## config.mk

```make
export PLATFORM = sky130hd
export DESIGN_NAME = mspc_status_counters
export DESIGN_NICKNAME = d
export VERILOG_FILES = /design/src/mspc_pkg.sv /design/src/mspc_status_counters.sv
export VERILOG_INCLUDE_DIRS = /design/src /design/src/src
export SDC_FILE = /design/constraint.sdc
export NUM_CORES = 1
export LEC_CHECK = 0
export BUFFER_PORTS_ARGS = -buffer_cell sky130_fd_sc_hd__buf_4
export CORE_UTILIZATION = 50
export DETAILED_ROUTE_END_ITERATION = 10
export PLACE_DENSITY_LB_ADDON = 0.12
export SYNTH_ARGS = -nofsm -noshare
export SYNTH_HDL_FRONTEND = slang
export SYNTH_SLANG_ARGS = --single-unit
```

## constraint.sdc

```tcl
create_clock -name core_clk_i -period 2.3 [get_ports core_clk_i]
set_input_delay 0.23 -clock core_clk_i [delete_from_list [all_inputs] [get_ports core_clk_i]]
set_output_delay 0.23 -clock core_clk_i [all_outputs]
set_load 0.05 [all_outputs]
```

## src/mspc_defines.svh

```systemverilog
// Offsets, field positions, reset values and counts of the PCS status bank
`ifndef MSPC_DEFINES_SVH
`define MSPC_DEFINES_SVH

// ----------------------------------------
// Bus widths and register offsets
// ----------------------------------------
`define MSPC_ADDR_W      5
`define MSPC_DATA_W      16
`define MSPC_OFS_CTRL    5'h17
`define MSPC_OFS_PCS     5'h18
`define MSPC_OFS_ADV     5'h19
`define MSPC_OFS_LP      5'h1A
`define MSPC_OFS_SDS     5'h1B
`define MSPC_OFS_GOOD    5'h1C
`define MSPC_OFS_CRC     5'h1D

// ----------------------------------------
// Field positions
// ----------------------------------------
`define MSPC_CTRL_FORCE  11
`define MSPC_PCS_SYNC    15
`define MSPC_PCS_CGBAD   14
`define MSPC_PCS_PT100   13
`define MSPC_PCS_PT10    12
`define MSPC_PCS_ANRST   11
`define MSPC_PCS_RF_HI   9
`define MSPC_PCS_RF_LO   8
`define MSPC_PCS_ASYM    7
`define MSPC_PCS_SYM     6
`define MSPC_PCS_FD      5
`define MSPC_PCS_HD      4
`define MSPC_PCS_LPAN    3
`define MSPC_PCS_LINK    2
`define MSPC_PCS_ANDONE  1
`define MSPC_PCS_SIGDET  0
`define MSPC_SDS_ALIGN   15
`define MSPC_SDS_SIGDET  14
`define MSPC_SDS_FAR_END_FAULT_INDICATION    13
`define MSPC_SDS_COMMA   12
`define MSPC_SDS_POS_HI  11
`define MSPC_SDS_POS_LO  8
`define MSPC_SDS_HLS     7
`define MSPC_GOOD_ACT    15
`define MSPC_GOOD_CNT_HI 13
`define MSPC_CRC_SEL_HI  15
`define MSPC_CRC_SEL_LO  14
`define MSPC_CRC_CNT_HI  7
`define MSPC_CW_FD       5
`define MSPC_CW_HD       6
`define MSPC_CW_SYM      7
`define MSPC_CW_ASYM     8
`define MSPC_CW_RF_HI    13
`define MSPC_CW_RF_LO    12

// ----------------------------------------
// Reset values and counts
// ----------------------------------------
`define MSPC_ADV_RST     16'h0000
`define MSPC_LP_RST      16'h0000
`define MSPC_COMMA_RST   1'b1
`define MSPC_GOOD_MOD    10000
`define MSPC_CRC_MAX     8'hFF

`endif

```

## src/mspc_pkg.sv

```systemverilog
// Carrier types and select codes of the PCS status bank
package mspc_pkg;

	// ----------------------------------------
	// One-cycle events from the PCS
	// ----------------------------------------
	typedef struct packed {
		logic sync_lost;
		logic code_group_bad;
		logic an_restart;
		logic realign;
		logic far_end_fault_indication;
		logic halt_line_state;
	} mspc_evt_t;

	// ----------------------------------------
	// Levels from the PCS
	// ----------------------------------------
	typedef struct packed {
		logic       pt_mode;
		logic       pt_link_100;
		logic       pt_link_10;
		logic       partner_an_able;
		logic       link_up;
		logic       an_done;
		logic       sig_det;
		logic       comma_det;
		logic [3:0] comma_pos;
	} mspc_lvl_t;

	// ----------------------------------------
	// Packet pulses per source
	// ----------------------------------------
	typedef struct packed {
		logic media_good;
		logic media_crc_err;
		logic mac_good;
		logic mac_crc_err;
	} mspc_pkt_t;

	typedef enum logic [1:0] {
		MSPC_SEL_MEDIA = 2'h0,
		MSPC_SEL_MAC   = 2'h1
	} mspc_sel_t;

endpackage

```

## src/mspc_status_counters.sv

```systemverilog
// PCS status, code word and receive counter register bank
//
// Behaviour
// - Sync-lost sticky flag at PCS status bit 15, cleared by reading.
// - Invalid code-group sticky flag at bit 14, cleared by reading.
// - Bits 13 and 12 show 100 Mb and 10 Mb link in transfer mode.
// - Bit 11 set when partner requests auto-negotiation restart.
// - Bits 9:8 carry partner remote fault; nonzero means fault.
// - Bits 7 and 6 show partner asymmetric and symmetric pause.
// - Bits 5 and 4 show partner full and half duplex.
// - Bits 3..0: partner AN able, link, AN done, signal detect.
// - Advertised word resets to zero, writable only when force bit set.
// - Advertised word reads undefined in transfer mode without force.
// - Partner word holds last received configuration code word, read only.
// - SerDes status bit 15 sticky on comma re-alignment, read clears.
// - Bit 14 sticky signal detect, cleared by reading.
// - Bit 13 set on far-end fault since previous read.
// - Comma detect bit 12 drops without comma, back to one on read.
// - Bits 11:8 give comma alignment position 0 to 9.
// - Bit 7 set on halt line state since previous read.
// - Good counter bit 15 flags packet since last read, read clears.
// - 14-bit good counter wraps to zero on reaching 10000.
// - Select field 15:14: 00 media, 01 MAC, others reserved.
// - 8-bit CRC error counter saturates, read clears, restarts.
// - Receive counters run only while media link is up.
// - Control bit 11 forces the advertised word into use.
//
// Decided for this implementation: the plain strobed port.
`timescale 1ns/1ps
`default_nettype none
`include "mspc_defines.svh"

module mspc_status_counters (
	// Clock and reset
	input  wire logic                     core_clk_i,
	input  wire logic                     rst_n_i,
	// Register port
	input  wire logic [`MSPC_ADDR_W-1:0]  addr_i,
	input  wire logic [`MSPC_DATA_W-1:0]  wdata_i,
	input  wire logic                     wr_i,
	input  wire logic                     rd_i,
	output logic      [`MSPC_DATA_W-1:0]  rdata_o,
	// PCS side, same clock
	input  wire mspc_pkg::mspc_evt_t      evt_i,
	input  wire mspc_pkg::mspc_lvl_t      lvl_i,
	input  wire mspc_pkg::mspc_pkt_t      pkt_i,
	input  wire logic [`MSPC_DATA_W-1:0]  rx_cfg_word_i,
	input  wire logic                     rx_cfg_valid_i,
	// Advertised ability to the PCS
	output logic      [`MSPC_DATA_W-1:0]  adv_word_o,
	output logic                          force_adv_o
);

	// ----------------------------------------
	// Declarations
	// ----------------------------------------
	logic [`MSPC_DATA_W-1:0]     lp_word;
	logic [`MSPC_DATA_W-1:0]     next_lp_word;
	logic [`MSPC_DATA_W-1:0]     next_adv_word;
	logic                        next_force_adv;
	logic [7:0]                  sticky;
	logic [7:0]                  next_sticky;
	logic [7:0]                  st_set;
	logic [7:0]                  st_clr;
	logic                        comma_q;
	logic                        next_comma;
	logic [1:0]                  rx_sel;
	logic [1:0]                  next_rx_sel;
	logic [`MSPC_GOOD_CNT_HI:0]  good_cnt;
	logic [`MSPC_GOOD_CNT_HI:0]  next_good_cnt;
	logic [`MSPC_CRC_CNT_HI:0]   crc_cnt;
	logic [`MSPC_CRC_CNT_HI:0]   next_crc_cnt;
	logic [`MSPC_CRC_CNT_HI:0]   crc_base;
	logic [`MSPC_DATA_W-1:0]     pcs_word;
	logic [`MSPC_DATA_W-1:0]     sds_word;
	logic [`MSPC_DATA_W-1:0]     good_word;
	logic [`MSPC_DATA_W-1:0]     crc_word;
	logic [`MSPC_DATA_W-1:0]     ctrl_word;
	logic [`MSPC_DATA_W-1:0]     adv_rd_word;
	logic [`MSPC_DATA_W-1:0]     rd_mux;
	logic [`MSPC_DATA_W-1:0]     next_rdata;

	// ----------------------------------------
	// Address decode
	// ----------------------------------------
	wire logic sel_ctrl = addr_i == `MSPC_OFS_CTRL;
	wire logic sel_pcs  = addr_i == `MSPC_OFS_PCS;
	wire logic sel_adv  = addr_i == `MSPC_OFS_ADV;
	wire logic sel_lp   = addr_i == `MSPC_OFS_LP;
	wire logic sel_sds  = addr_i == `MSPC_OFS_SDS;
	wire logic sel_good = addr_i == `MSPC_OFS_GOOD;
	wire logic sel_crc  = addr_i == `MSPC_OFS_CRC;

	wire logic rd_pcs   = rd_i && sel_pcs;
	wire logic rd_sds   = rd_i && sel_sds;
	wire logic rd_good  = rd_i && sel_good;
	wire logic rd_crc   = rd_i && sel_crc;
	wire logic wr_ctrl  = wr_i && sel_ctrl;
	wire logic wr_crc   = wr_i && sel_crc;
	wire logic wr_adv   = wr_i && sel_adv && force_adv_o;

	// ----------------------------------------
	// Control and advertised word
	// ----------------------------------------
	// force advertised
	assign next_force_adv = wr_ctrl ? wdata_i[`MSPC_CTRL_FORCE] : force_adv_o;
	assign next_adv_word  = wr_adv ? wdata_i : adv_word_o;

	always_ff @(posedge core_clk_i or negedge rst_n_i) begin
		if (!rst_n_i) begin
			force_adv_o <= 1'b0;
			adv_word_o  <= `MSPC_ADV_RST;
		end else begin
			force_adv_o <= next_force_adv;
			adv_word_o  <= next_adv_word;
		end
	end

	// ----------------------------------------
	// Partner code word
	// ----------------------------------------
	// latch received word
	assign next_lp_word = rx_cfg_valid_i ? rx_cfg_word_i : lp_word;

	always_ff @(posedge core_clk_i or negedge rst_n_i) begin
		if (!rst_n_i) begin
			lp_word <= `MSPC_LP_RST;
		end else begin
			lp_word <= next_lp_word;
		end
	end

	// ----------------------------------------
	// Sticky flags
	// ----------------------------------------
	// Order: sync, cgbad, anrst, align, sigdet, far_end_fault_indication, hls, pkt
	wire logic f_sync;
	wire logic f_cgbad;
	wire logic f_anrst;
	wire logic f_align;
	wire logic f_sigdet;
	wire logic f_far_end_fault_indication;
	wire logic f_hls;
	wire logic f_pkt;
	wire logic good_inc;
	wire logic crc_inc;

	assign st_set = {evt_i.sync_lost, evt_i.code_group_bad,
		evt_i.an_restart, evt_i.realign, lvl_i.sig_det,
		evt_i.far_end_fault_indication, evt_i.halt_line_state,
		good_inc};
	assign st_clr = {rd_pcs, rd_pcs, rd_pcs, rd_sds,
		rd_sds, rd_sds, rd_sds, rd_good};
	assign next_sticky = st_set | (sticky & ~st_clr);
	assign {f_sync, f_cgbad, f_anrst, f_align,
		f_sigdet, f_far_end_fault_indication, f_hls, f_pkt} = sticky;

	always_ff @(posedge core_clk_i or negedge rst_n_i) begin
		if (!rst_n_i) begin
			sticky <= 8'h00;
		end else begin
			sticky <= next_sticky;
		end
	end

	// ----------------------------------------
	// Comma detect
	// ----------------------------------------
	// loss of comma wins over read restore
	assign next_comma = !lvl_i.comma_det ? 1'b0 :
		rd_sds ? 1'b1 : comma_q;

	always_ff @(posedge core_clk_i or negedge rst_n_i) begin
		if (!rst_n_i) begin
			comma_q <= `MSPC_COMMA_RST;
		end else begin
			comma_q <= next_comma;
		end
	end

	// ----------------------------------------
	// Receive counters
	// ----------------------------------------
	// source select, reserved codes count nothing
	wire logic src_media = rx_sel == mspc_pkg::MSPC_SEL_MEDIA;
	wire logic src_mac   = rx_sel == mspc_pkg::MSPC_SEL_MAC;
	assign next_rx_sel = wr_crc ?
		wdata_i[`MSPC_CRC_SEL_HI:`MSPC_CRC_SEL_LO] : rx_sel;

	assign good_inc = lvl_i.link_up &&
		((src_media && pkt_i.media_good) || (src_mac && pkt_i.mac_good));
	assign crc_inc = lvl_i.link_up &&
		((src_media && pkt_i.media_crc_err) ||
		(src_mac && pkt_i.mac_crc_err));

	wire logic good_wrap = good_cnt ==
		(`MSPC_GOOD_CNT_HI+1)'(`MSPC_GOOD_MOD - 1);
	assign next_good_cnt = !good_inc ? good_cnt :
		good_wrap ? '0 : good_cnt + 1'b1;

	// clear on read, then count; hold at maximum
	assign crc_base = rd_crc ? '0 : crc_cnt;
	assign next_crc_cnt = (crc_inc && crc_base != `MSPC_CRC_MAX) ?
		crc_base + 1'b1 : crc_base;

	always_ff @(posedge core_clk_i or negedge rst_n_i) begin
		if (!rst_n_i) begin
			rx_sel   <= 2'h0;
			good_cnt <= '0;
			crc_cnt  <= '0;
		end else begin
			rx_sel   <= next_rx_sel;
			good_cnt <= next_good_cnt;
			crc_cnt  <= next_crc_cnt;
		end
	end

	// ----------------------------------------
	// Read words
	// ----------------------------------------
	// Reserved bits stay at zero from the defaults below
	always_comb begin
		pcs_word = '0;
		pcs_word[`MSPC_PCS_SYNC]   = f_sync;
		pcs_word[`MSPC_PCS_CGBAD]  = f_cgbad;
		pcs_word[`MSPC_PCS_PT100]  = lvl_i.pt_mode && lvl_i.pt_link_100;
		pcs_word[`MSPC_PCS_PT10]   = lvl_i.pt_mode && lvl_i.pt_link_10;
		pcs_word[`MSPC_PCS_ANRST]  = f_anrst;
		pcs_word[`MSPC_PCS_RF_HI:`MSPC_PCS_RF_LO] =
			lp_word[`MSPC_CW_RF_HI:`MSPC_CW_RF_LO];
		pcs_word[`MSPC_PCS_ASYM]   = lp_word[`MSPC_CW_ASYM];
		pcs_word[`MSPC_PCS_SYM]    = lp_word[`MSPC_CW_SYM];
		pcs_word[`MSPC_PCS_FD]     = lp_word[`MSPC_CW_FD];
		pcs_word[`MSPC_PCS_HD]     = lp_word[`MSPC_CW_HD];
		pcs_word[`MSPC_PCS_LPAN]   = lvl_i.partner_an_able;
		pcs_word[`MSPC_PCS_LINK]   = lvl_i.link_up;
		pcs_word[`MSPC_PCS_ANDONE] = lvl_i.an_done;
		pcs_word[`MSPC_PCS_SIGDET] = lvl_i.sig_det;
	end

	always_comb begin
		sds_word = '0;
		sds_word[`MSPC_SDS_ALIGN]  = f_align;
		sds_word[`MSPC_SDS_SIGDET] = f_sigdet;
		sds_word[`MSPC_SDS_FAR_END_FAULT_INDICATION]   = f_far_end_fault_indication;
		sds_word[`MSPC_SDS_COMMA]  = comma_q;
		sds_word[`MSPC_SDS_POS_HI:`MSPC_SDS_POS_LO] = lvl_i.comma_pos;
		sds_word[`MSPC_SDS_HLS]    = f_hls;
	end

	always_comb begin
		good_word = '0;
		good_word[`MSPC_GOOD_ACT] = f_pkt;
		good_word[`MSPC_GOOD_CNT_HI:0] = good_cnt;
		crc_word = '0;
		crc_word[`MSPC_CRC_SEL_HI:`MSPC_CRC_SEL_LO] = rx_sel;
		crc_word[`MSPC_CRC_CNT_HI:0] = crc_cnt;
		ctrl_word = '0;
		ctrl_word[`MSPC_CTRL_FORCE] = force_adv_o;
	end

	// undefined case reads zero so software never sees stale data
	assign adv_rd_word = (lvl_i.pt_mode && !force_adv_o) ? '0 : adv_word_o;

	assign rd_mux = sel_pcs  ? pcs_word :
		sel_adv  ? adv_rd_word :
		sel_lp   ? lp_word :
		sel_sds  ? sds_word :
		sel_good ? good_word :
		sel_crc  ? crc_word :
		sel_ctrl ? ctrl_word : '0;

	// Read data stand only in the cycle after the strobe
	assign next_rdata = rd_i ? rd_mux : '0;

	always_ff @(posedge core_clk_i or negedge rst_n_i) begin
		if (!rst_n_i) begin
			rdata_o <= '0;
		end else begin
			rdata_o <= next_rdata;
		end
	end
endmodule // mspc_status_counters

`default_nettype wire

```

==> impl_metrics.tcl <==
set metrics [dict create \
    status "complete, no violations" \
    cts_max_level 3 \
    p_sw_mw 1.13 \
    seq_area_um2 2050 \
    io_pins 97 \
    synth_fp_nets 445 \
    cp-end-kind "flop" \
    finalMaxSlewViolations 0 \
    drtAntennaViolNets 0 \
    vias 3395 \
    min_period_ns 1.88 \
    combPwrFrac 0.207 \
    synthCells 379 \
    yosysTopAreaCell "dfrtp_1" \
    skew_ns 0.0112 \
    final_cell_mix "105 x buf_4, 81 x dfrtp_1, 38 x mux2_2, 35 x nand2_1, 18 x o21ai_0" \
    p_per_area_nw_per_um2 695 \
    grt_max_degree 45 \
    gp_congestion 0.885 \
    cts_sinks 82 \
    hold_viol 0 \
    routed_wirelength_um 10400 \
    clock_path_buffers 2 \
    drc 0 \
    synth_warnings 0 \
    layout-drive-gt1-share 0.357 \
    ir_drop_mv 0.479 \
    filler_cell_count 646 \
    cts_root_buf "clkbuf_8" \
    finalSetupTns_ns 0 \
    synthFlopType "dfrtp_1" \
    die_x_um 92.5 \
    hold_path_class "in -> reg" \
    critical_path.max_stage_delay_ns 0.41 \
    cts_tree "done" \
    drt_first_pass_iters 5 \
    startpoint_type "flop" \
    die_area_um2 8550 \
    switching_share 0.316 \
    layout_commonest_cell "buf_4" \
    crit_chain "and2_1, ha_1, nand3b_1, a211o_1, or3_1, a21boi_0" \
    antenna_found_initial 0 \
    p_clk_frac 0.291 \
    leakage_nw 2.33 \
    grt_pass1_wl_um 16800 \
    seq_power_share 0.502 \
    fmax_mhz 532 \
    maxSlewHeadroom 0.576 \
    fin_total_pwr_mw 3.58 \
    crit_type "reg -> reg" \
    dp_hpwl_um 7990 \
    maxCapViolations 0 \
    row_count 32 \
    synthArstFlopShare 1.00 \
    grt_util_all_layers 0.261 \
    yosysUniqueCellTypes 57 \
    io_buffers 96 \
    die_h_um 92.5 \
    wire_per_inst_um 17.8 \
    clk_latency_ns 0.37 \
    ys_seq_elements 82 \
    multi_input_area_um2 1920 \
    layout.nets 545 \
    worst_slew_pin_slew_ns 0.618 \
    seq_area_frac_synth 0.502 \
    clk_pin_slew_ns 0.08 \
    cts_buffers 9 \
    netlist.area_leader.share 0.495 \
    rsz0062_at_grt "false" \
    period_share 0.817 \
    netlist_area_um2 4090 \
    synth_area_leaders "dfrtp_1 50%, mux2_2 10%, nand2_1 3.2%" \
    start_util 0.524 \
    syn_area_per_cell_um2 10.8 \
    required_ns 2.57 \
    internal_power_mw 2.44 \
    synth_edf_count 0 \
    antenna-diode-count 0 \
    coreArea_um2 7810 \
    arrival_ns 2.15 \
    viasPerCell 5.79 \
    synthToLayoutAreaGrowth_pct 25.8 \
    slowest_stage "dfrtp_1" \
    overflow 0 \
    crit_fanout 5 \
    first_global_vias 3218 \
    setup_violations 0 \
    drt_iter0_markers 157 \
]
-- cells by family after synthesis --
logic type,after synthesis,synth area share
AND/OR/NAND/NOR,125,0.172
AO/OA/AOI/OAI,89,0.150
flip-flops,82,0.502
multiplexers,45,0.122
buffers and inverters,27,0.0294
XOR/XNOR,9,0.0193
adder cells (fa/ha/maj),2,0.00612
-- state kept, by name, summed over array words and instances, names as in the netlist --
register / flops
sticky: 8
crc_cnt: 8
rdata_o: 16
comma_q: 1
adv_word_o: 16
good_cnt: 14
lp_word: 16
rx_sel: 2
force_adv_o: 1
-- worst paths after layout --
check	slack (ns)	end	cells after the start	startpoint
setup / recovery	0.42	crc_cnt[6]	6	crc_cnt[0]
hold / removal	0.05	sticky[6]	2	evt_i[4]
setup reg to reg	0.42	crc_cnt[6]	6	crc_cnt[0]
hold reg to reg	0.48	comma_q	2	comma_q
max in group asynchronous	1.28	comma_q	3	rst_n_i
min in group asynchronous	0.37	crc_cnt[3]	2	rst_n_i
-- timing repair --
item                      4_1_cts  5_1_grt
hold buffers                    1        0
hold endpoints to repair       38        0
resized for setup               0        0
buffers inserted                0        0
-- layout make-up --
type | instances | area share
well taps | 102 | 0.0248
flip-flops and latches | 82 | 0.399
inverters | 9 | 0.00656
repair buffers | 107 | 0.159
clock buffers | 10 | 0.0248
multi-input cells | 270 | 0.373
clock inverters | 6 | 0.0131
-- critical path: cells and delay by family (launching register included) --
family	cells	cell delay, ns
DFF	1	0.41
adders and majority gates	1	0.21
and+or+nand+nor	3	0.64
AOI/OAI and AO/OA	2	0.53
-- power by group through the flow --
| stage | Sequential (mW) | Clock [mW] | Combinational [mW] |
|---|---|---|---|
| after floorplan | 1.87 | 0 | 0.365 |
| after global placement | 1.81 | 0 | 0.721 |
| after detailed placement | 1.82 | 0 | 0.738 |
| after CTS | 1.79 | 1.07 | 0.740 |
| after global routing | 1.82 | 1.13 | 0.799 |
| final | 1.80 | 1.04 | 0.739 |
-- cell usage after synthesis (3+ instances only) --
master     number
a211o_1         3
o22ai_1         5
and4_1          3
nand3_1        12
clkbuf_1        9
nand4b_1        3
a31o_2          3
and2_1          6
mux2i_1         7
nor2_1         14
a22o_1          5
a21boi_0        4
mux2_2         38
o21ai_0        18
buf_2           6
and3_1          4
nor2b_1        12
a21oi_1        17
nor4_1          4
o2bb2ai_1       3
inv_1           9
a21o_1          9
nand4_1         6
nor3_1          5
o31ai_1         5
dfrtp_1        81
nor3_2          3
nand2_1        35
or2_2           3
a22oi_1         5
xnor2_1         7
-- layer usage --
layer	routed length, um	GRT usage	up-vias
li1	-	-	1595
met1	4680	0.358	1654
met2	4880	0.407	128
met3	683	0.0640	18
met4	210	0.0859	0
met5	0	0	-
-- metrics by stage --
| step | setup WS, ns | util | cell area (um2) | hold slack, ns | cells |
|---|---|---|---|---|---|
| after global placement | 0.247 | 0.633 | 4940 | 0.235 | 569 |
| after global routing | 0.300 | 0.659 | 5150 | 0.0397 | 586 |
| final | 0.420 | 0.659 | 5150 | 0.0485 | 586 |
| after floorplan | 0.123 | - | 4090 | -0.0656 | 379 |
| after CTS | 0.445 | 0.659 | 5150 | 0.0295 | 586 |
| after detailed placement | 0.116 | 0.633 | 4940 | 0.235 | 569 |
Power figures use the tool's default switching activity.
